### src/core/tioac_pkg.sv
`default_nettype none
package tioac_pkg;

    // ------------------------------------------------------------------
    // Register byte offsets on the Wishbone slave.
    // ------------------------------------------------------------------
    localparam logic [4:0] OFS_IOCTRL = 5'h00;
    localparam logic [4:0] OFS_MODE = 5'h04;
    localparam logic [4:0] OFS_GRA0 = 5'h08;
    localparam logic [4:0] OFS_GRC0 = 5'h0c;
    localparam logic [4:0] OFS_GRA1 = 5'h10;
    localparam logic [4:0] OFS_STATUS = 5'h14;
    localparam logic [4:0] OFS_MASK = 5'h18;

    // ------------------------------------------------------------------
    // Field positions.
    // ------------------------------------------------------------------
    localparam int IO_A0_LSB = 0;
    localparam int IO_C0_LSB = 4;
    localparam int IO_A1_LSB = 8;
    localparam int MODE_BUF_A_BIT = 0;
    localparam int MODE_PSC_LSB = 4;
    localparam int EV_A0_BIT = 0;
    localparam int EV_C0_BIT = 1;
    localparam int EV_A1_BIT = 2;
    localparam int NUM_EV = 3;

    // ------------------------------------------------------------------
    // Values after reset and code fields.
    // ------------------------------------------------------------------
    localparam logic [3:0] IO_RESET = 4'h0;
    localparam logic [2:0] PSC_RESET = 3'h0;
    localparam logic [2:0] PSC_UNDIVIDED = 3'h0;
    localparam logic [1:0] ACT_NONE = 2'h0;
    localparam logic [1:0] ACT_LOW = 2'h1;
    localparam logic [1:0] ACT_HIGH = 2'h2;
    localparam logic [1:0] ACT_TOGGLE = 2'h3;
    localparam logic [1:0] CAP_RISE = 2'h0;
    localparam logic [1:0] CAP_FALL = 2'h1;

    // One timer pin as driven by the block.
    typedef struct packed {
        logic level;
        logic oe;
    } tioac_pin_s;

endpackage : tioac_pkg
`default_nettype wire

### src/core/tioac_top.sv
// Summary of operation
// - Four-bit field selects register A function
// - Channel 0 second field selects register C
// - Bit 2 sets initial level; 0x00 disables
// - Codes 0x10 drive pin high on match
// - Codes 0x11 toggle pin on match
// - Code 1000 captures on pin rising edge
// - Code 1001 captures on pin falling edge
// - Codes 101x capture on both pin edges
// - Channel 0 11xx captures on channel 1 count
// - Channel 1 A 11xx captures on A0 event
// - Buffer mode suppresses all register C events
// - Undivided channel 1 clock gives no capture
//
// Our own choices: the register offsets and the Wishbone register port.
`timescale 1ns/1ps
`default_nettype none

// ----------------------------------------------------------------------
// One general register with its I/O control decode.
// ----------------------------------------------------------------------
module tioac_unit #(
    parameter int CW = 16
) (
    // Clock and reset
    input wire logic clk,
    input wire logic rst,
    // Control
    input wire logic [3:0] code,
    input wire logic code_wr,
    input wire logic [3:0] code_new,
    input wire logic inhibit,
    // Counter, pin and neighbour event
    input wire logic [CW-1:0] counter,
    input wire logic pin_in,
    input wire logic ext_event,
    // Software access to the register
    input wire logic reg_wr,
    input wire logic [CW-1:0] reg_wdata,
    // Results
    output logic [CW-1:0] reg_value,
    output tioac_pkg::tioac_pin_s pin,
    output logic event_pulse
);

    logic [CW-1:0] reg_q;
    logic level_q;
    logic pin_prev_q;
    logic eq_prev_q;
    logic eq;
    logic match;
    logic cap_mode;
    logic capture;

    // Compare mode when bit 3 is clear, capture mode otherwise.
    assign cap_mode = code[3];
    assign eq = (counter == reg_q);
    // A match is taken only on the first cycle of equality, so a
    // counter that dwells on one value does not toggle repeatedly.
    assign match = !cap_mode && eq && !eq_prev_q && !inhibit;

    // Capture source selection.
    always_comb begin
        capture = 1'b0;
        if (cap_mode && !inhibit) begin
            if (code[2]) begin
                capture = ext_event;
            end else begin
                case (code[1:0])
                    tioac_pkg::CAP_RISE:
                        capture = pin_in && !pin_prev_q;
                    tioac_pkg::CAP_FALL:
                        capture = !pin_in && pin_prev_q;
                    default: capture = pin_in != pin_prev_q;
                endcase
            end
        end
    end

    // Pin history and equality history for edge detection.
    always_ff @(posedge clk) begin
        if (rst) begin
            pin_prev_q <= 1'b0;
            eq_prev_q <= 1'b0;
        end else begin
            pin_prev_q <= pin_in;
            eq_prev_q <= eq;
        end
    end

    // General register: a capture beats a software write.
    always_ff @(posedge clk) begin
        if (rst) begin
            reg_q <= '0;
        end else if (capture) begin
            reg_q <= counter;
        end else if (reg_wr) begin
            reg_q <= reg_wdata;
        end
    end

    // Output level: initial level on code write, then match actions.
    always_ff @(posedge clk) begin
        if (rst) begin
            level_q <= 1'b0;
        end else if (code_wr && !code_new[3]) begin
            level_q <= code_new[2];
        end else if (match) begin
            case (code[1:0])
                tioac_pkg::ACT_LOW: level_q <= 1'b0;
                tioac_pkg::ACT_HIGH: level_q <= 1'b1;
                tioac_pkg::ACT_TOGGLE: level_q <= !level_q;
                default: level_q <= level_q;
            endcase
        end
    end

    // Pin driven only in compare mode with a non-disabled code.
    assign pin.level = level_q;
    assign pin.oe = !cap_mode && (code[1:0] != tioac_pkg::ACT_NONE);
    assign reg_value = reg_q;
    assign event_pulse = match || capture;

endmodule : tioac_unit

// ----------------------------------------------------------------------
// Top: Wishbone registers, three general registers, interrupt.
// ----------------------------------------------------------------------
module tioac_top #(
    parameter int CW = 16
) (
    // Clock and reset
    input wire logic clk,
    input wire logic rst,
    // Wishbone slave
    input wire logic wb_cyc_i,
    input wire logic wb_stb_i,
    input wire logic wb_we_i,
    input wire logic [4:0] wb_adr_i,
    input wire logic [3:0] wb_sel_i,
    input wire logic [31:0] wb_dat_i,
    output logic [31:0] wb_dat_o,
    output logic wb_ack_o,
    // Counters of channels 0 and 1
    input wire logic [CW-1:0] chan0_counter,
    input wire logic [CW-1:0] chan1_counter,
    input wire logic chan1_count_tick,
    // Timer pins
    input wire logic chan0_pin_a_in,
    output logic chan0_pin_a_out,
    output logic chan0_pin_a_oe,
    input wire logic chan0_pin_c_in,
    output logic chan0_pin_c_out,
    output logic chan0_pin_c_oe,
    input wire logic chan1_pin_a_in,
    output logic chan1_pin_a_out,
    output logic chan1_pin_a_oe,
    // Interrupt
    output logic irq
);

    logic [3:0] io_a0_q;
    logic [3:0] io_c0_q;
    logic [3:0] io_a1_q;
    logic buffer_mode_a_q;
    logic [2:0] psc1_q;
    logic [tioac_pkg::NUM_EV-1:0] status_q;
    logic [tioac_pkg::NUM_EV-1:0] mask_q;
    logic ack_q;
    logic [31:0] rdata_q;
    logic req;
    logic wr;
    logic rd;
    logic io_wr;
    logic [3:0] io_a0_new;
    logic [3:0] io_c0_new;
    logic [3:0] io_a1_new;
    logic tick_valid;
    logic ev_a0;
    logic ev_c0;
    logic ev_a1;
    logic [tioac_pkg::NUM_EV-1:0] events;
    logic [CW-1:0] gra0;
    logic [CW-1:0] grc0;
    logic [CW-1:0] gra1;
    tioac_pkg::tioac_pin_s pin_a0;
    tioac_pkg::tioac_pin_s pin_c0;
    tioac_pkg::tioac_pin_s pin_a1;

    // ------------------------------------------------------------------
    // Bus decode.
    // ------------------------------------------------------------------

    // A request is served on its first cycle; ack follows one cycle
    // later, so back-to-back strobes are never taken twice.
    assign req = wb_cyc_i && wb_stb_i && !ack_q;
    assign wr = req && wb_we_i && wb_sel_i[0];
    assign rd = req && !wb_we_i;
    assign io_wr = wr && (wb_adr_i == tioac_pkg::OFS_IOCTRL);
    assign io_a0_new = wb_dat_i[tioac_pkg::IO_A0_LSB +: 4];
    assign io_c0_new = wb_dat_i[tioac_pkg::IO_C0_LSB +: 4];
    assign io_a1_new = wb_dat_i[tioac_pkg::IO_A1_LSB +: 4];

    // Acknowledge one cycle after the request.
    always_ff @(posedge clk) begin
        if (rst) begin
            ack_q <= 1'b0;
        end else begin
            ack_q <= req;
        end
    end

    // I/O control fields; channel 1 A lives in byte lane 1.
    always_ff @(posedge clk) begin
        if (rst) begin
            io_a0_q <= tioac_pkg::IO_RESET;
            io_c0_q <= tioac_pkg::IO_RESET;
            io_a1_q <= tioac_pkg::IO_RESET;
        end else if (io_wr) begin
            io_a0_q <= io_a0_new;
            io_c0_q <= io_c0_new;
            if (wb_sel_i[1]) begin
                io_a1_q <= io_a1_new;
            end
        end
    end

    // Mode bits: buffer mode for A and the channel 1 prescaler select.
    always_ff @(posedge clk) begin
        if (rst) begin
            buffer_mode_a_q <= 1'b0;
            psc1_q <= tioac_pkg::PSC_RESET;
        end else if (wr && (wb_adr_i == tioac_pkg::OFS_MODE)) begin
            buffer_mode_a_q <= wb_dat_i[tioac_pkg::MODE_BUF_A_BIT];
            psc1_q <= wb_dat_i[tioac_pkg::MODE_PSC_LSB +: 3];
        end
    end

    // Interrupt mask.
    always_ff @(posedge clk) begin
        if (rst) begin
            mask_q <= '0;
        end else if (wr && (wb_adr_i == tioac_pkg::OFS_MASK)) begin
            mask_q <= wb_dat_i[tioac_pkg::NUM_EV-1:0];
        end
    end

    // Sticky status; a read clears it but a same-cycle event survives.
    always_ff @(posedge clk) begin
        if (rst) begin
            status_q <= '0;
        end else if (rd && (wb_adr_i == tioac_pkg::OFS_STATUS)) begin
            status_q <= events;
        end else begin
            status_q <= status_q | events;
        end
    end

    // Read data is registered with the ack; unmapped offsets read zero.
    always_ff @(posedge clk) begin
        if (rst) begin
            rdata_q <= '0;
        end else if (rd) begin
            case (wb_adr_i)
                tioac_pkg::OFS_IOCTRL:
                    rdata_q <= {20'h0_0000, io_a1_q, io_c0_q, io_a0_q};
                tioac_pkg::OFS_MODE:
                    rdata_q <= {25'h000_0000, psc1_q, 3'h0,
                                buffer_mode_a_q};
                tioac_pkg::OFS_GRA0: rdata_q <= 32'(gra0);
                tioac_pkg::OFS_GRC0: rdata_q <= 32'(grc0);
                tioac_pkg::OFS_GRA1: rdata_q <= 32'(gra1);
                tioac_pkg::OFS_STATUS: rdata_q <= 32'(status_q);
                tioac_pkg::OFS_MASK: rdata_q <= 32'(mask_q);
                default: rdata_q <= '0;
            endcase
        end
    end

    // ------------------------------------------------------------------
    // Capture sources and channel units.
    // ------------------------------------------------------------------

    // Counting on the undivided clock gives no usable capture trigger.
    assign tick_valid = chan1_count_tick &&
                        (psc1_q != tioac_pkg::PSC_UNDIVIDED);

    // Channel 0, register A.
    tioac_unit #(.CW(CW)) u_a0 (
        .clk(clk),
        .rst(rst),
        .code(io_a0_q),
        .code_wr(io_wr),
        .code_new(io_a0_new),
        .inhibit(1'b0),
        .counter(chan0_counter),
        .pin_in(chan0_pin_a_in),
        .ext_event(tick_valid),
        .reg_wr(wr && (wb_adr_i == tioac_pkg::OFS_GRA0)),
        .reg_wdata(wb_dat_i[CW-1:0]),
        .reg_value(gra0),
        .pin(pin_a0),
        .event_pulse(ev_a0)
    );

    // Channel 0, register C; silent while it acts as A's buffer.
    tioac_unit #(.CW(CW)) u_c0 (
        .clk(clk),
        .rst(rst),
        .code(io_c0_q),
        .code_wr(io_wr),
        .code_new(io_c0_new),
        .inhibit(buffer_mode_a_q),
        .counter(chan0_counter),
        .pin_in(chan0_pin_c_in),
        .ext_event(tick_valid),
        .reg_wr(wr && (wb_adr_i == tioac_pkg::OFS_GRC0)),
        .reg_wdata(wb_dat_i[CW-1:0]),
        .reg_value(grc0),
        .pin(pin_c0),
        .event_pulse(ev_c0)
    );

    // Channel 1, register A; its neighbour source is channel 0 A.
    tioac_unit #(.CW(CW)) u_a1 (
        .clk(clk),
        .rst(rst),
        .code(io_a1_q),
        .code_wr(io_wr && wb_sel_i[1]),
        .code_new(io_a1_new),
        .inhibit(1'b0),
        .counter(chan1_counter),
        .pin_in(chan1_pin_a_in),
        .ext_event(ev_a0),
        .reg_wr(wr && (wb_adr_i == tioac_pkg::OFS_GRA1)),
        .reg_wdata(wb_dat_i[CW-1:0]),
        .reg_value(gra1),
        .pin(pin_a1),
        .event_pulse(ev_a1)
    );

    // ------------------------------------------------------------------
    // Outputs.
    // ------------------------------------------------------------------

    // Event vector in status bit order.
    always_comb begin
        events = '0;
        events[tioac_pkg::EV_A0_BIT] = ev_a0;
        events[tioac_pkg::EV_C0_BIT] = ev_c0;
        events[tioac_pkg::EV_A1_BIT] = ev_a1;
    end

    // Pins, bus answer and interrupt level.
    assign chan0_pin_a_out = pin_a0.level;
    assign chan0_pin_a_oe = pin_a0.oe;
    assign chan0_pin_c_out = pin_c0.level;
    assign chan0_pin_c_oe = pin_c0.oe;
    assign chan1_pin_a_out = pin_a1.level;
    assign chan1_pin_a_oe = pin_a1.oe;
    assign wb_ack_o = ack_q;
    assign wb_dat_o = rdata_q;
    assign irq = |(status_q & mask_q);

endmodule : tioac_top

`default_nettype wire

### config.mk
export PLATFORM = sky130hd
export DESIGN_NAME = tioac_top
export DESIGN_NICKNAME = d
export VERILOG_FILES = /design/src/core/tioac_pkg.sv /design/src/core/tioac_top.sv
export SDC_FILE = /design/constraint.sdc
export NUM_CORES = 1
export LEC_CHECK = 0
export BUFFER_PORTS_ARGS = -buffer_cell sky130_fd_sc_hd__buf_2
export CAP_MARGIN = 5
export CORE_UTILIZATION = 30
export CTS_BUF_LIST = sky130_fd_sc_hd__clkbuf_4
export DETAILED_ROUTE_END_ITERATION = 8
export PLACE_DENSITY = 0.53
export SYNTH_ARGS = -nofsm -noshare
export SYNTH_HDL_FRONTEND = slang
export SYNTH_SLANG_ARGS = --single-unit
### constraint.sdc
create_clock -name clk -period 2.8 [get_ports clk]
set_input_delay 0.28 -clock clk [delete_from_list [all_inputs] [get_ports clk]]
set_output_delay 0.28 -clock clk [all_outputs]
set_load 0.01 [all_outputs]
# Word-level counts from Yosys, hierarchy flattened
# Index checks and enable logic that the tools add are counted.
dict set report word_totals {
  regBits 112
  latch_bits 0
  ram_bits 0
  rom_bits 0
  inputBits 82
  out_inout_bits 40
  n_memories 0
}
dict set report classes {
  addsub 0
  n_mul 0
  div 0
  magnitude_cmp 0
  eq_ne 21
  shift 0
  mux 26
  n_bitwise 2
  n_reduce_logical 80
}
# op n
set ops {}
lappend ops {{16-bit case mux with 7 select lines} 1}
lappend ops {{16-bit 2-to-1 mux} 6}
lappend ops {{16-bit == test} 3}
lappend ops {{1-bit logical AND} 34}
lappend ops {{1-bit logical NOT} 21}
lappend ops {{2-bit nonzero test} 9}
lappend ops {{5-bit == test (second input constant)} 3}
lappend ops {{2-bit == test (second input constant)} 6}
lappend ops {{1-bit 2-to-1 mux} 12}
lappend ops {{4-bit nonzero test} 3}
lappend ops {{5-bit by 4-bit == test with 1-bit output (second input constant)} 2}
lappend ops {{1-bit case mux with 3 select lines} 3}
lappend ops {{2-bit AND reduction} 4}
lappend ops {{2-bit by 1-bit == test with 1-bit output (second input constant)} 3}
lappend ops {{2-bit logical NOT} 3}
lappend ops {{1-bit case mux with 2 select lines} 3}
lappend ops {{5-bit by 3-bit == test with 1-bit output (second input constant)} 1}
lappend ops {{5-bit logical NOT} 1}
lappend ops {{3-bit AND} 1}
lappend ops {{1-bit logical OR} 3}
lappend ops {{3-bit 2-to-1 mux} 1}
lappend ops {{1-bit != test} 3}
lappend ops {{3-bit bitwise OR} 1}
lappend ops {{3-bit nonzero test} 1}
lappend ops {{3-bit OR reduction} 1}

# Depth between registers and ports, before layout
# Gate-level depths: netlist of run 1.
dict set report logic_depth {
  word_depth 11
  depth_mapped 9
  depth_no_buf 8
}

# Cells and area by module
# A second synthesis of run 1 with hierarchy kept.
dict set report unflattened {
  cells_unflattened 661
  area_unflattened_um2 5944.5
}
# module instances cells_each area_per_inst_um2 seq_area_each_um2
set by_module_without_submodules {}
lappend by_module_without_submodules {tioac_unit 3 143 1257.5 380.4}
lappend by_module_without_submodules {tioac_top 1 232 2172.1 780.7}

# Worst setup path before layout of run 1
# OpenSTA, ideal clock, no wires.
dict set report synth_path {
  path_kind {register -> register}
  start {reg io_a0_q[0]}
  end {reg u_a1.reg_q[10], in the netlist u_a1.reg_value[10]}
  setup_time_ns 0.134
  arrival_ns 1.838
  required_ns 2.666
  slack_ns 0.828
  path_stages_with_launch 10
  path_cell_list {dfxtp_1 inv_1 ha_1 or3_1 a21oi_1 o311ai_1 o21ai_2 clkbuf_1 nor2b_1 a211oi_1}
}
dict set report synth_via {
  elab_chain_cells 8
  elab_cells_between_ends 10
  cone_classes {eq/ne (1); mux (6); reduce/logical (3)}
}
# element line_no
set synth_rtl {}
lappend synth_rtl {{start, declared} tioac_top.sv:162} ;# logic [3:0] io_a0_q;
lappend synth_rtl {{start signal, assigned} tioac_top.sv:216} ;# io_a0_q <= tioac_pkg::IO_RESET;
lappend synth_rtl {{start signal, assigned} tioac_top.sv:220} ;# io_a0_q <= io_a0_new;
lappend synth_rtl {{2-bit by 1-bit == test with 1-bit output / 2-bit logical NOT (equally long branches)} tioac_top.sv:69} ;# case (code[1:0])
lappend synth_rtl {{1-bit case mux with 2 select lines *} tioac_top.sv:69}
lappend synth_rtl {{1-bit 2-to-1 mux *} tioac_top.sv:66} ;# if (code[2]) begin
lappend synth_rtl {{1-bit 2-to-1 mux *} tioac_top.sv:65} ;# if (cap_mode && !inhibit) begin
lappend synth_rtl {{1-bit logical OR *} tioac_top.sv:122} ;# assign event_pulse = match || capture;
lappend synth_rtl {{1-bit 2-to-1 mux *} tioac_top.sv:66}
lappend synth_rtl {{1-bit 2-to-1 mux *} tioac_top.sv:65}
lappend synth_rtl {{16-bit 2-to-1 mux / 2-bit nonzero test (equally long branches)} -}
lappend synth_rtl {{end signal, assigned} tioac_top.sv:96} ;# reg_q <= counter;
lappend synth_rtl {{end signal, assigned} tioac_top.sv:98} ;# reg_q <= reg_wdata;
lappend synth_rtl {{end, declared} tioac_top.sv:46} ;# logic [CW-1:0] reg_q;
# Mark *: on every way between the ends. The rest lies on a longest branch, timed or not.
# A chain may end at the register's enable or synchronous reset.

# Worst setup path after layout of run 1
dict set report layout_path {
  start {reg io_a0_q[0]}
  end {reg u_a1.reg_q[0], in the netlist u_a1.reg_value[0]}
}
# Same word-level chain as after synthesis.

==> results.rst, run 1 <==
.. list-table::
   :header-rows: 1

   * - Metric
     - Value
   * - Fraction of the cycle the final worst path needs
     - 0.7816
   * - Final antenna-violating net count
     - 0
   * - Cell type with the highest aggregate area in the netlist
     - dfxtp_1
   * - CP Launch Type
     - register
   * - Die Span Y
     - 138.0 um
   * - Via count of the first global-routing pass
     - 4570
   * - Max-slew violation count
     - 0
   * - Gate Count Post-Synth
     - 626
   * - Static power due to leakage
     - 2.473 nW
   * - Worst-path clk slew
     - 140 ps
   * - Power per cell area
     - 402.0 nW/um2
   * - Post-layout nets
     - 808
   * - Detailed Routing Iterations Pass 1
     - 4
   * - Final design area excluding fillers
     - 6396 um2
   * - Proportion of synthesized flip-flops having asynchronous set or reset
     - 0
   * - Top cells by area in the synthesized netlist
     - dfxtp_1, mux2i_1, xor2_1
   * - Avg Inst Size Synth
     - 8.864 um2
   * - Top flip-flop cell by instance count after synthesis
     - dfxtp_1
   * - Syn. warnings
     - 0
   * - Clock latency reported for the late side of the worst-skew pair
     - 500 ps
   * - Cell Area, Placed
     - 6203 um2
   * - Setup skew after layout
     - 29.12 ps
   * - Number of DRC markers after the initial detailed-route iteration
     - 280
   * - Cts bufs inserted
     - 9
   * - Post-route DRC violation count
     - 0
   * - Layout Area Growth over Synthesis
     - 15.26%
   * - Global routing usage summed across all routing layers
     - 0.1812
   * - CP arrival
     - 2540 ps
   * - Final Hold Viols
     - 0
   * - Post-CTS setup buffer count
     - 0
   * - Antenna violations before repair
     - 0
   * - Routed via count divided by cell count
     - 5.038
   * - Number of ports placed on the die boundary
     - 122
   * - Most instantiated library cell after synthesis
     - dfxtp_1
   * - Number of diodes
     - 0
   * - Post-layout minimum cycle time
     - 2188 ps
   * - Via total after detailed routing
     - 4746
   * - Std-Cell Core Area
     - 18020 um2
   * - Detailed route wirelength on metal3
     - 831 um
   * - Synth top cells by count
     - dfxtp_1, nor2_1, mux2i_1, xor2_1, a211oi_1
   * - Proportion of netlist area held by the largest area contributor
     - 0.3463
   * - HPWL after detailed placement
     - 12.71 mm
   * - Wire length per cell after detailed routing
     - 18.18 um
   * - Total power of the final layout
     - 2.571 mW
   * - Cell count after placement
     - 925
   * - Number of library cell types mapped by synthesis
     - 48
   * - Result of the run
     - completed
   * - Starting density of the core
     - 0.3079
   * - Wire length of the first global-routing pass
     - 26.46 mm
   * - Met2 layer wire length in the routed design
     - 7.477 mm
   * - Worst min-delay path category
     - in -> reg
   * - Unrepaired setup endpoints after global routing
     - no
   * - Total negative slack
     - 0 ps
   * - Synth Cell Area
     - 5549 um2
   * - Final routed wirelength across all metal layers
     - 17.12 mm
   * - RD Place Congestion
     - 0.8226
   * - Max Fclk
     - 456.9 MHz
   * - CTS H-tree depth
     - 3
   * - Data required time at the worst endpoint
     - 3160 ps
   * - Longest Clk Path Bufs
     - 2
   * - Top routing layer in use
     - met4
   * - Pin slew with the least headroom to its limit
     - 587.7 ps
   * - Count of filler cells inserted in the layout
     - 1956
   * - Die footprint
     - 19050 um2
   * - Relative slew margins
     - 0.6049
   * - Fraction of final layout cells with drive strength greater than 1
     - 0.2034
   * - Clock Root Buffer
     - clkbuf_4
   * - EDFF count, synth
     - 0
   * - Filler-free cell count of the finished design
     - 942
   * - Routed length on met1
     - 8.419 mm
   * - CP Max Fanout
     - 9
   * - CP endpoint kind
     - register
   * - Category of the most critical setup path
     - reg -> reg
   * - Number of storage elements in the synthesis netlist
     - 96
   * - TritonCTS clock tree
     - yes
   * - Number of clock sinks seen by CTS
     - 96
   * - Quantity of gates resized following cts
     - 0
   * - Max-cap violations
     - 0
   * - Sequential share of the synthesized area
     - 0.3463
   * - Maximum number of pins on one net before global-route repair
     - 48
   * - Die width
     - 138.0 um
   * - Final setup violation count
     - 0
   * - Count of input and output buffers
     - 87
   * - Total grt overflow
     - 0
   * - Number of rows created at floorplan
     - 49
   * - Max IR drop VDD
     - 0.0002394 V
## placed cells by master (no fill, tap or decap), types with 2 or more instances in the layout
cell / instances
a211oi_2: 10
o31ai_1: 3
conb_1: 16
mux2i_1: 71
clkbuf_4: 10
nand4b_1: 2
and3_1: 3
nor2b_2: 2
a22oi_1: 21
or3_1: 2
nor3_1: 6
nand2b_1: 2
a31oi_1: 2
nor4_1: 14
buf_4: 23
buf_2: 86
nand4_1: 3
nand3_1: 10
nor2b_1: 22
nor2_1: 87
inv_1: 18
a211oi_1: 39
nand3b_1: 3
a222oi_1: 5
bufinv_16: 3
o21ai_0: 8
a221oi_1: 4
xor2_1: 48
nand2_1: 18
ha_1: 18
a21oi_1: 36
dfxtp_1: 96
a21o_1: 2
## state kept, by name (all words and copies together) (netlist names), 3 cells and up
register and cells:
io_a1_q 4, status_q 3, mask_q 3, io_a0_q 4
psc1_q 3, u_a0.reg_value 16, io_c0_q 4, u_a1.reg_value 16
u_c0.reg_value 16, wb_dat_o 16
## cell type report
type                            instances  area, um2  share of cell area
Multi-Input combinational cell        472       3321              0.5192
Sequential cell                        96       1922              0.3005
Timing Repair Buffer                  110      613.1             0.09585
Tap cell                              229      286.5             0.04480
Clock inverter                          6      107.6             0.01682
Clock buffer                           10      75.07             0.01174
Inverter                               19      71.32             0.01115
## where the power goes
| group | internal, mW | switching, mW |
|---|---|---|
| Clock | 0.459 | 0.502 |
| Combinational | 0.0770 | 0.159 |
| Sequential | 1.37 | 0.00303 |
## critical path, cell delays in order (launching register included)
cell and delay, ps:
dfxtp_1 430, inv_1 90, ha_1 220, or3_1 370, a21oi_1 290, o311ai_1 160
o21ai_2 120, buf_4 190, nor2b_1 150, a211oi_1 60
## cells by family after synthesis
group / Yosys count / synth area share
adders and majority gates: 18 / 0.04059
xor gates and xnor gates: 48 / 0.07576
and+or+nand+nor: 184 / 0.1630
DFF: 96 / 0.3463
AOI/OAI and AO/OA: 134 / 0.1741
buffers and inverters: 73 / 0.06945
other: 1 / 0.0006758
muxes: 72 / 0.1301
## what timing repair did
action,4_1_cts,5_1_grt
endpoints found under the hold margin,1,0
setup endpoints to repair,0,0
hold buffers,1,0
## layer usage
layer,GRT usage,vias to the layer above
met5,0,-
met4,0.05552,0
met3,0.03845,21
met2,0.2784,143
met1,0.2525,2210
li1,-,2372
## stage by stage
stage,utilization,hold slack [ps],setup WS (ps)
floorplan,-,420.4,827.8
global placement,0.3442,443.1,600.8
detailed placement,0.3442,456.7,591.7
CTS,0.3549,11.33,589.5
global route,0.3549,19.90,386.6
finish,0.3549,47.02,611.5
## path summary, 6_finish.rpt
kind                                      from           endpoint  slack (ps)  cells after the start
worst min-delay path            chan0_pin_c_in    u_c0.pin_prev_q          50                      3
worst max register to register      io_a0_q[0]  u_a1.reg_value[0]         610                      9
worst max-delay path                io_a0_q[0]  u_a1.reg_value[0]         610                      9
worst min register to register     wb_dat_o[0]        wb_dat_o[0]         470                      2
Power figures use the tool's default switching activity.
==> inputs of run 2 (changes only) <==
==> constraint.sdc (replaced) <==
create_clock -name clk -period 2.1 [get_ports clk]
set_input_delay 0.21 -clock clk [delete_from_list [all_inputs] [get_ports clk]]
set_output_delay 0.21 -clock clk [all_outputs]
set_load 0.01 [all_outputs]
==> results.rst, run 2 (synthesized netlist as in run 1, its figures left out) <==
.. list-table::
   :header-rows: 1

   * - Metric
     - Value
   * - Result of the run
     - completed
   * - Wire length per cell after detailed routing
     - 17.71 um (-2.6%)
   * - Wire length of the first global-routing pass
     - 27.29 mm (+3.1%)
   * - CP Launch Type
     - register
   * - Count of input and output buffers
     - 87 (unchanged)
   * - Clock latency reported for the late side of the worst-skew pair
     - 510 ps (about the same)
   * - Cts bufs inserted
     - 9 (unchanged)
   * - Static power due to leakage
     - 2.732 nW (+10%)
   * - CP Max Fanout
     - 8 (-1)
   * - Worst min-delay path category
     - in -> reg
   * - Layout Area Growth over Synthesis
     - 26.74%
   * - Final routed wirelength across all metal layers
     - 17.62 mm (+2.9%)
   * - Relative slew margins
     - 0.6599 (+0.05498)
   * - Number of DRC markers after the initial detailed-route iteration
     - 305 (+8.9%)
   * - Global routing usage summed across all routing layers
     - 0.1842 (+0.003044)
   * - Post-route DRC violation count
     - 0 (unchanged)
   * - Number of rows created at floorplan
     - 49 (unchanged)
   * - Routed via count divided by cell count
     - 5.034 (about the same)
   * - Fraction of final layout cells with drive strength greater than 1
     - 0.2441 (+0.04076)
   * - Number of clock sinks seen by CTS
     - 96 (unchanged)
   * - Clock Root Buffer
     - clkbuf_4
   * - CP arrival
     - 2440 ps (-100 ps)
   * - Final design area excluding fillers
     - 7033 um2 (+10%)
   * - Depth of the worst register-to-register path
     - 9 (unchanged)
   * - Total power of the final layout
     - 3.294 mW (+28%)
   * - Die footprint
     - 19050 um2 (unchanged)
   * - Die Span Y
     - 138.0 um (unchanged)
   * - HPWL after detailed placement
     - 12.88 mm (+1.3%)
   * - Total grt overflow
     - 0 (unchanged)
   * - Max IR drop VDD
     - 0.0003247 V (+36%)
   * - CP endpoint kind
     - register
   * - Worst-path clk slew
     - 170 ps (+30 ps)
   * - Post-layout nets
     - 861 (+6.6%)
   * - Maximum number of pins on one net before global-route repair
     - 41 (-15%)
   * - Data required time at the worst endpoint
     - 2520 ps (-640 ps)
   * - Pin slew with the least headroom to its limit
     - 510.1 ps (-77.58 ps)
   * - Power per cell area
     - 468.4 nW/um2 (+17%)
   * - Via total after detailed routing
     - 5009 (+5.5%)
   * - Std-Cell Core Area
     - 18020 um2 (unchanged)
   * - Via count of the first global-routing pass
     - 4787 (+4.7%)
   * - Max-slew violation count
     - 0 (unchanged)
   * - Longest Clk Path Bufs
     - 2 (unchanged)
   * - Cell-by-cell listing of the critical path
     - inv_1, ha_1, or3_1, a21oi_4, o311ai_4, o21ai_4, buf_4, inv_4, a211oi_1
   * - Detailed Routing Iterations Pass 1
     - 5 (+1)
   * - Max-cap violations
     - 0 (unchanged)
   * - Max Fclk
     - 497.2 MHz (+8.8%)
   * - Final setup violation count
     - 0 (unchanged)
   * - Post-layout minimum cycle time
     - 2011 ps (-177.2 ps)
   * - Fraction of the cycle the final worst path needs
     - 0.9577 (+0.1761)
   * - RD Place Congestion
     - 0.8111 (-1.4%)
   * - Number of ports placed on the die boundary
     - 122 (unchanged)
   * - TritonCTS clock tree
     - yes
   * - Hold Path Stages
     - 3 (unchanged)
   * - Antenna violations before repair
     - 0 (unchanged)
   * - Most frequent cells in the layout
     - dfxtp_1, nor2_1, buf_2
   * - CTS H-tree depth
     - 3 (unchanged)
   * - Category of the most critical setup path
     - reg -> reg
   * - Die width
     - 138.0 um (unchanged)
   * - Cell Area, Placed
     - 6464 um2 (+4.2%)
   * - Starting density of the core
     - 0.3079 (unchanged)
   * - Leading cell type in the layout, fill and taps excluded
     - dfxtp_1
   * - Final antenna-violating net count
     - 0 (unchanged)
   * - Cell with the largest stage delay on the worst path
     - or3_1
   * - Setup skew after layout
     - 27.27 ps (-1.842 ps)
   * - Worst slack on hold paths
     - 25.14 ps (-21.88 ps)
   * - Peak per-stage delay on the critical path
     - 430 ps (about the same)
   * - Final Hold Viols
     - 0 (unchanged)
   * - Number of diodes
     - 0 (unchanged)
[run 2: changes by cell type in the layout (fill, tap and decap cells not counted), sizes merged, moves of 2 or more]
cell	change
dlygate4sd3	+28
buf	+24
clkinvlp	+2
bufinv	-2
[run 2: where the power goes]
| group | switching, mW | internal, mW | leakage (nW) |
|---|---|---|---|
| Clock | 0.710 | 0.362 | 0.0700 |
| Combinational | 0.231 | 0.158 | 1.89 |
| Sequential | 0.00374 | 1.83 | 0.774 |
| Total | 0.945 | 2.35 | 2.73 |
[run 2: metrics by stage]
stage          cells  worst slack (ps)  utilization  setup TNS [ps]
4_1_cts          993             44.47       0.3824               0
2_1_floorplan    641             127.8            -               0
6_report         995             88.79       0.3902               0
3_3_place_gp     948             70.73       0.3586               0
3_5_place_dp     948             51.22       0.3586               0
5_1_grt          995            -31.24       0.3902          -183.5
[run 2: timing repair]
action / CTS / global route
resized for setup: 0 / 27
buffers inserted: 0 / 1
hold buffers: 29 / 0
endpoints found under the hold margin: 33 / 0
setup endpoints to repair: 0 / 19
[run 2: worst max-delay path, delay by kind of cell (launching register included)]
kind	cells	cell delay [ps]
buf+inv	3	300
flops	1	370
fa+ha+maj	1	230
simple gates	1	430
compound gates	4	620
[run 2: metal layers]
| metal | track usage | vias to the layer above | wire (um) |
|---|---|---|---|
| met5 | 0 | - | 0 |
| met4 | 0.03991 | 0 | 181 |
| li1 | - | 2475 | - |
| met2 | 0.2918 | 126 | 7951 |
| met3 | 0.03602 | 14 | 710 |
| met1 | 0.2576 | 2394 | 8780 |
[run 2: layout make-up]
class / instances / area [um2]
Clock buffer: 9 / 67.56
Timing Repair inverter: 1 / 6.256
Timing Repair Buffer: 162 / 1169
Sequential cell: 96 / 1923
Fill cell: 1875 / 10990
Inverter: 19 / 76.32
Multi-Input combinational cell: 472 / 3433
Tap cell: 229 / 286.5
Clock inverter: 7 / 71.32
[run 2: final timing paths]
check                      end  slack [ps]             start
max          u_a1.reg_value[5]          90        io_a0_q[0]
min          u_c0.reg_value[7]          30  chan0_counter[7]
max reg2reg  u_a1.reg_value[5]          90        io_a0_q[0]
min reg2reg        wb_dat_o[0]         470       wb_dat_o[0]
==> inputs of run 3 (changes only) <==
--- a/config.mk
+++ b/config.mk
@@ -10,7 +10,7 @@
 export CORE_UTILIZATION = 30
 export CTS_BUF_LIST = sky130_fd_sc_hd__clkbuf_4
 export DETAILED_ROUTE_END_ITERATION = 8
-export PLACE_DENSITY = 0.53
+export PLACE_DENSITY = 0.55
 export SYNTH_ARGS = -nofsm -noshare
 export SYNTH_HDL_FRONTEND = slang
 export SYNTH_SLANG_ARGS = --single-unit
==> constraint.sdc (replaced) <==
create_clock -name clk -period 1.61 [get_ports clk]
set_input_delay 0.483 -clock clk [delete_from_list [all_inputs] [get_ports clk]]
set_output_delay 0.483 -clock clk [all_outputs]
set_load 0.01 [all_outputs]
==> results.rst, run 3 (synthesized netlist as in run 1, its figures left out) <==
.. list-table::
   :header-rows: 1

   * - Metric
     - Value
   * - Clock latency reported for the late side of the worst-skew pair
     - 520 ps (about the same)
   * - Result of the run
     - finished, violations left
   * - Worst-path clk slew
     - 190 ps (+20 ps)
   * - Starting density of the core
     - 0.3079 (unchanged)
   * - CP Max Fanout
     - 2 (-6)
   * - Static power due to leakage
     - 3.474 nW (+27%)
   * - Fraction of final layout cells with drive strength greater than 1
     - 0.5397 (+0.2956)
   * - Part of the power in registers
     - 0.549 (-0.007)
   * - Cell count after placement
     - 1048 (+11%)
   * - Max-cap violations
     - 0 (unchanged)
   * - Via total after detailed routing
     - 5636 (+13%)
   * - Total grt overflow
     - 0 (unchanged)
   * - Power per cell area
     - 490.2 nW/um2 (+4.7%)
   * - Start point of the critical path
     - mask_q[2]
   * - Via count of the first global-routing pass
     - 5508 (+15%)
   * - Utilization after layout
     - 0.4927 (+0.1025)
   * - Switching power summed over all nets
     - 1.370 mW (+45%)
   * - Number of ports placed on the die boundary
     - 122 (unchanged)
   * - Layout Area Growth over Synthesis
     - 60.05%
   * - Wire length of the first global-routing pass
     - 31.51 mm (+15%)
   * - Worst min-delay path category
     - in -> reg
   * - Number of rows created at floorplan
     - 49 (unchanged)
   * - Data required time at the worst endpoint
     - 1130 ps (-1390 ps)
   * - Hold Path Stages
     - 3 (unchanged)
   * - Most frequent cells in the layout
     - buf_4, buf_2, dfxtp_1
   * - Launch instance of the worst register-to-register path
     - psc1_q[2]
   * - CP arrival
     - 1530 ps (-910 ps)
   * - Category of the most critical setup path
     - reg -> out
   * - Antenna violations before repair
     - 2 (+2)
   * - Depth of the worst register-to-register path
     - 8 (-1)
   * - Final antenna-violating net count
     - 0 (unchanged)
   * - CTS H-tree depth
     - 3 (unchanged)
   * - Fraction of the cycle the final worst path needs
     - 1.250
   * - Post-CTS Hold Fix Bufs
     - 0 (-100%)
   * - Cts bufs inserted
     - 9 (unchanged)
   * - TritonCTS clock tree
     - yes
   * - Max-slew violation count
     - 0 (unchanged)
   * - Final setup violation count
     - 62 (+62)
   * - PnR worst setup slack
     - -403.3 ps (-492.0 ps)
   * - Number of clock sinks seen by CTS
     - 96 (unchanged)
   * - Unrepaired setup endpoints after global routing
     - yes
   * - CP endpoint kind
     - output pin
   * - Count of filler cells inserted in the layout
     - 1710 (-8.8%)
   * - Final routed wirelength across all metal layers
     - 20.55 mm (+17%)
   * - Internal power summed over all cells
     - 2.984 mW (+27%)
   * - Routed via count divided by cell count
     - 5.124 (+1.8%)
   * - Maximum number of pins on one net before global-route repair
     - 29 (-29%)
   * - Final Hold Viols
     - 0 (unchanged)
   * - Combinational share of power
     - 0.147 (+0.029)
   * - Total power of the final layout
     - 4.354 mW (+32%)
   * - Max Fclk
     - 496.7 MHz
   * - Leading cell type in the layout, fill and taps excluded
     - buf_4
   * - Post-layout minimum cycle time
     - 2013 ps
   * - Number of DRC markers after the initial detailed-route iteration
     - 434 (+42%)
   * - Total negative slack
     - -13830 ps (-13830 ps)
   * - Filler-free cell count of the finished design
     - 1100 (+11%)
   * - Clock Root Buffer
     - clkbuf_4
   * - Die Span Y
     - 138.0 um (unchanged)
   * - Longest Clk Path Bufs
     - 2 (unchanged)
   * - Count of input and output buffers
     - 87 (unchanged)
   * - Detailed Routing Iterations Pass 1
     - 5 (unchanged)
   * - Violations in the final reports
     - setup timing
   * - Wire length per cell after detailed routing
     - 18.68 um (+5.5%)
   * - Switching share of power
     - 0.3146 (+0.02774)
   * - Post-route DRC violation count
     - 0 (unchanged)
   * - Setup skew after layout
     - 28.09 ps (+0.8189 ps)
   * - CP Launch Type
     - register
   * - HPWL after detailed placement
     - 13.97 mm (+8.4%)
   * - Std-Cell Core Area
     - 18020 um2 (unchanged)
   * - Die width
     - 138.0 um (unchanged)
   * - Clock network fraction of total power
     - 0.304 (-0.021)
   * - Max IR drop VDD
     - 0.0002943 V (-9.4%)
   * - RD Place Congestion
     - 0.8306 (+2.4%)
   * - Die footprint
     - 19050 um2 (unchanged)
   * - Hold path startpoint
     - chan1_pin_a_in
   * - Post-layout nets
     - 964 (+12%)
   * - Global routing usage summed across all routing layers
     - 0.2156 (+0.03135)
## run 3: cell count changes in the layout (fill, tap and decap cells not counted), moves of 24 or more
cell	previous run	this run
nor2_4	0	28
dlygate4sd3_1	29	0
a211oi_1	35	7
a211oi_2	14	42
nor2_1	87	47
buf_6	2	26
buf_4	38	134
## run 3: worst paths after layout
| check | to | slack, ps |
|---|---|---|
| min reg2reg | wb_dat_o[0] | 470 |
| max | irq | -400 |
| max reg2reg | u_a1.reg_value[12] | -350 |
| min | u_a1.pin_prev_q | 200 |
## run 3: stage by stage
step / area (um2) / setup slack, ps / hold WS [ps]
finish: 8881 / -403.3 / 199.5
global route: 8881 / -565.0 / 182.2
detailed placement: 7461 / -651.6 / 452.3
floorplan: 5877 / -298.8 / 467.5
global placement: 7461 / -610.7 / 452.9
CTS: 8478 / -442.0 / 163.6
## run 3: routing by layer
| metal | vias to the layer above | wire (um) | share of wire | global-route usage |
|---|---|---|---|---|
| li1 | 2683 | - | - | - |
| met1 | 2769 | 9206 | 0.45 | 0.2902 |
| met2 | 166 | 10120 | 0.49 | 0.3558 |
| met3 | 18 | 931 | 0.045 | 0.02494 |
| met4 | 0 | 292 | 0.014 | 0.07403 |
| met5 | - | 0 | 0 | 0 |
## run 3: area by class of cell
type | instances | area, um2 | area share
Multi-Input combinational cell | 472 | 4229 | 0.4762
Timing Repair Buffer | 265 | 2167 | 0.2440
Sequential cell | 96 | 1951 | 0.2196
Tap cell | 229 | 286.5 | 0.03226
Inverter | 19 | 108.9 | 0.01226
Clock buffer | 9 | 67.56 | 0.007608
Clock inverter | 7 | 55.05 | 0.006199
Timing Repair inverter | 1 | 11.26 | 0.001268
Antenna cell | 2 | 5.005 | 0.0005635
## run 3: what timing repair did
action,in CTS,in global routing
pin swaps,38,49
setup endpoints to repair,75,81
setup buffers,19,15
cloned,9,1
gates resized for setup,139,108
## run 3: power by group through the flow
stage	clock [mW]	sequential, mW	combinational [mW]
final	1.32	2.39	0.641
after global routing	1.43	2.39	0.679
after CTS	1.34	2.39	0.598
after detailed placement	0	2.44	0.559
after global placement	0	2.44	0.561
after floorplan	0	2.44	0.239
## run 3: worst max-delay path: stages, from the launching register on
cell,delay (ps)
dfxtp_2,360
a222oi_1,470
inv_1,70
buf_2,150
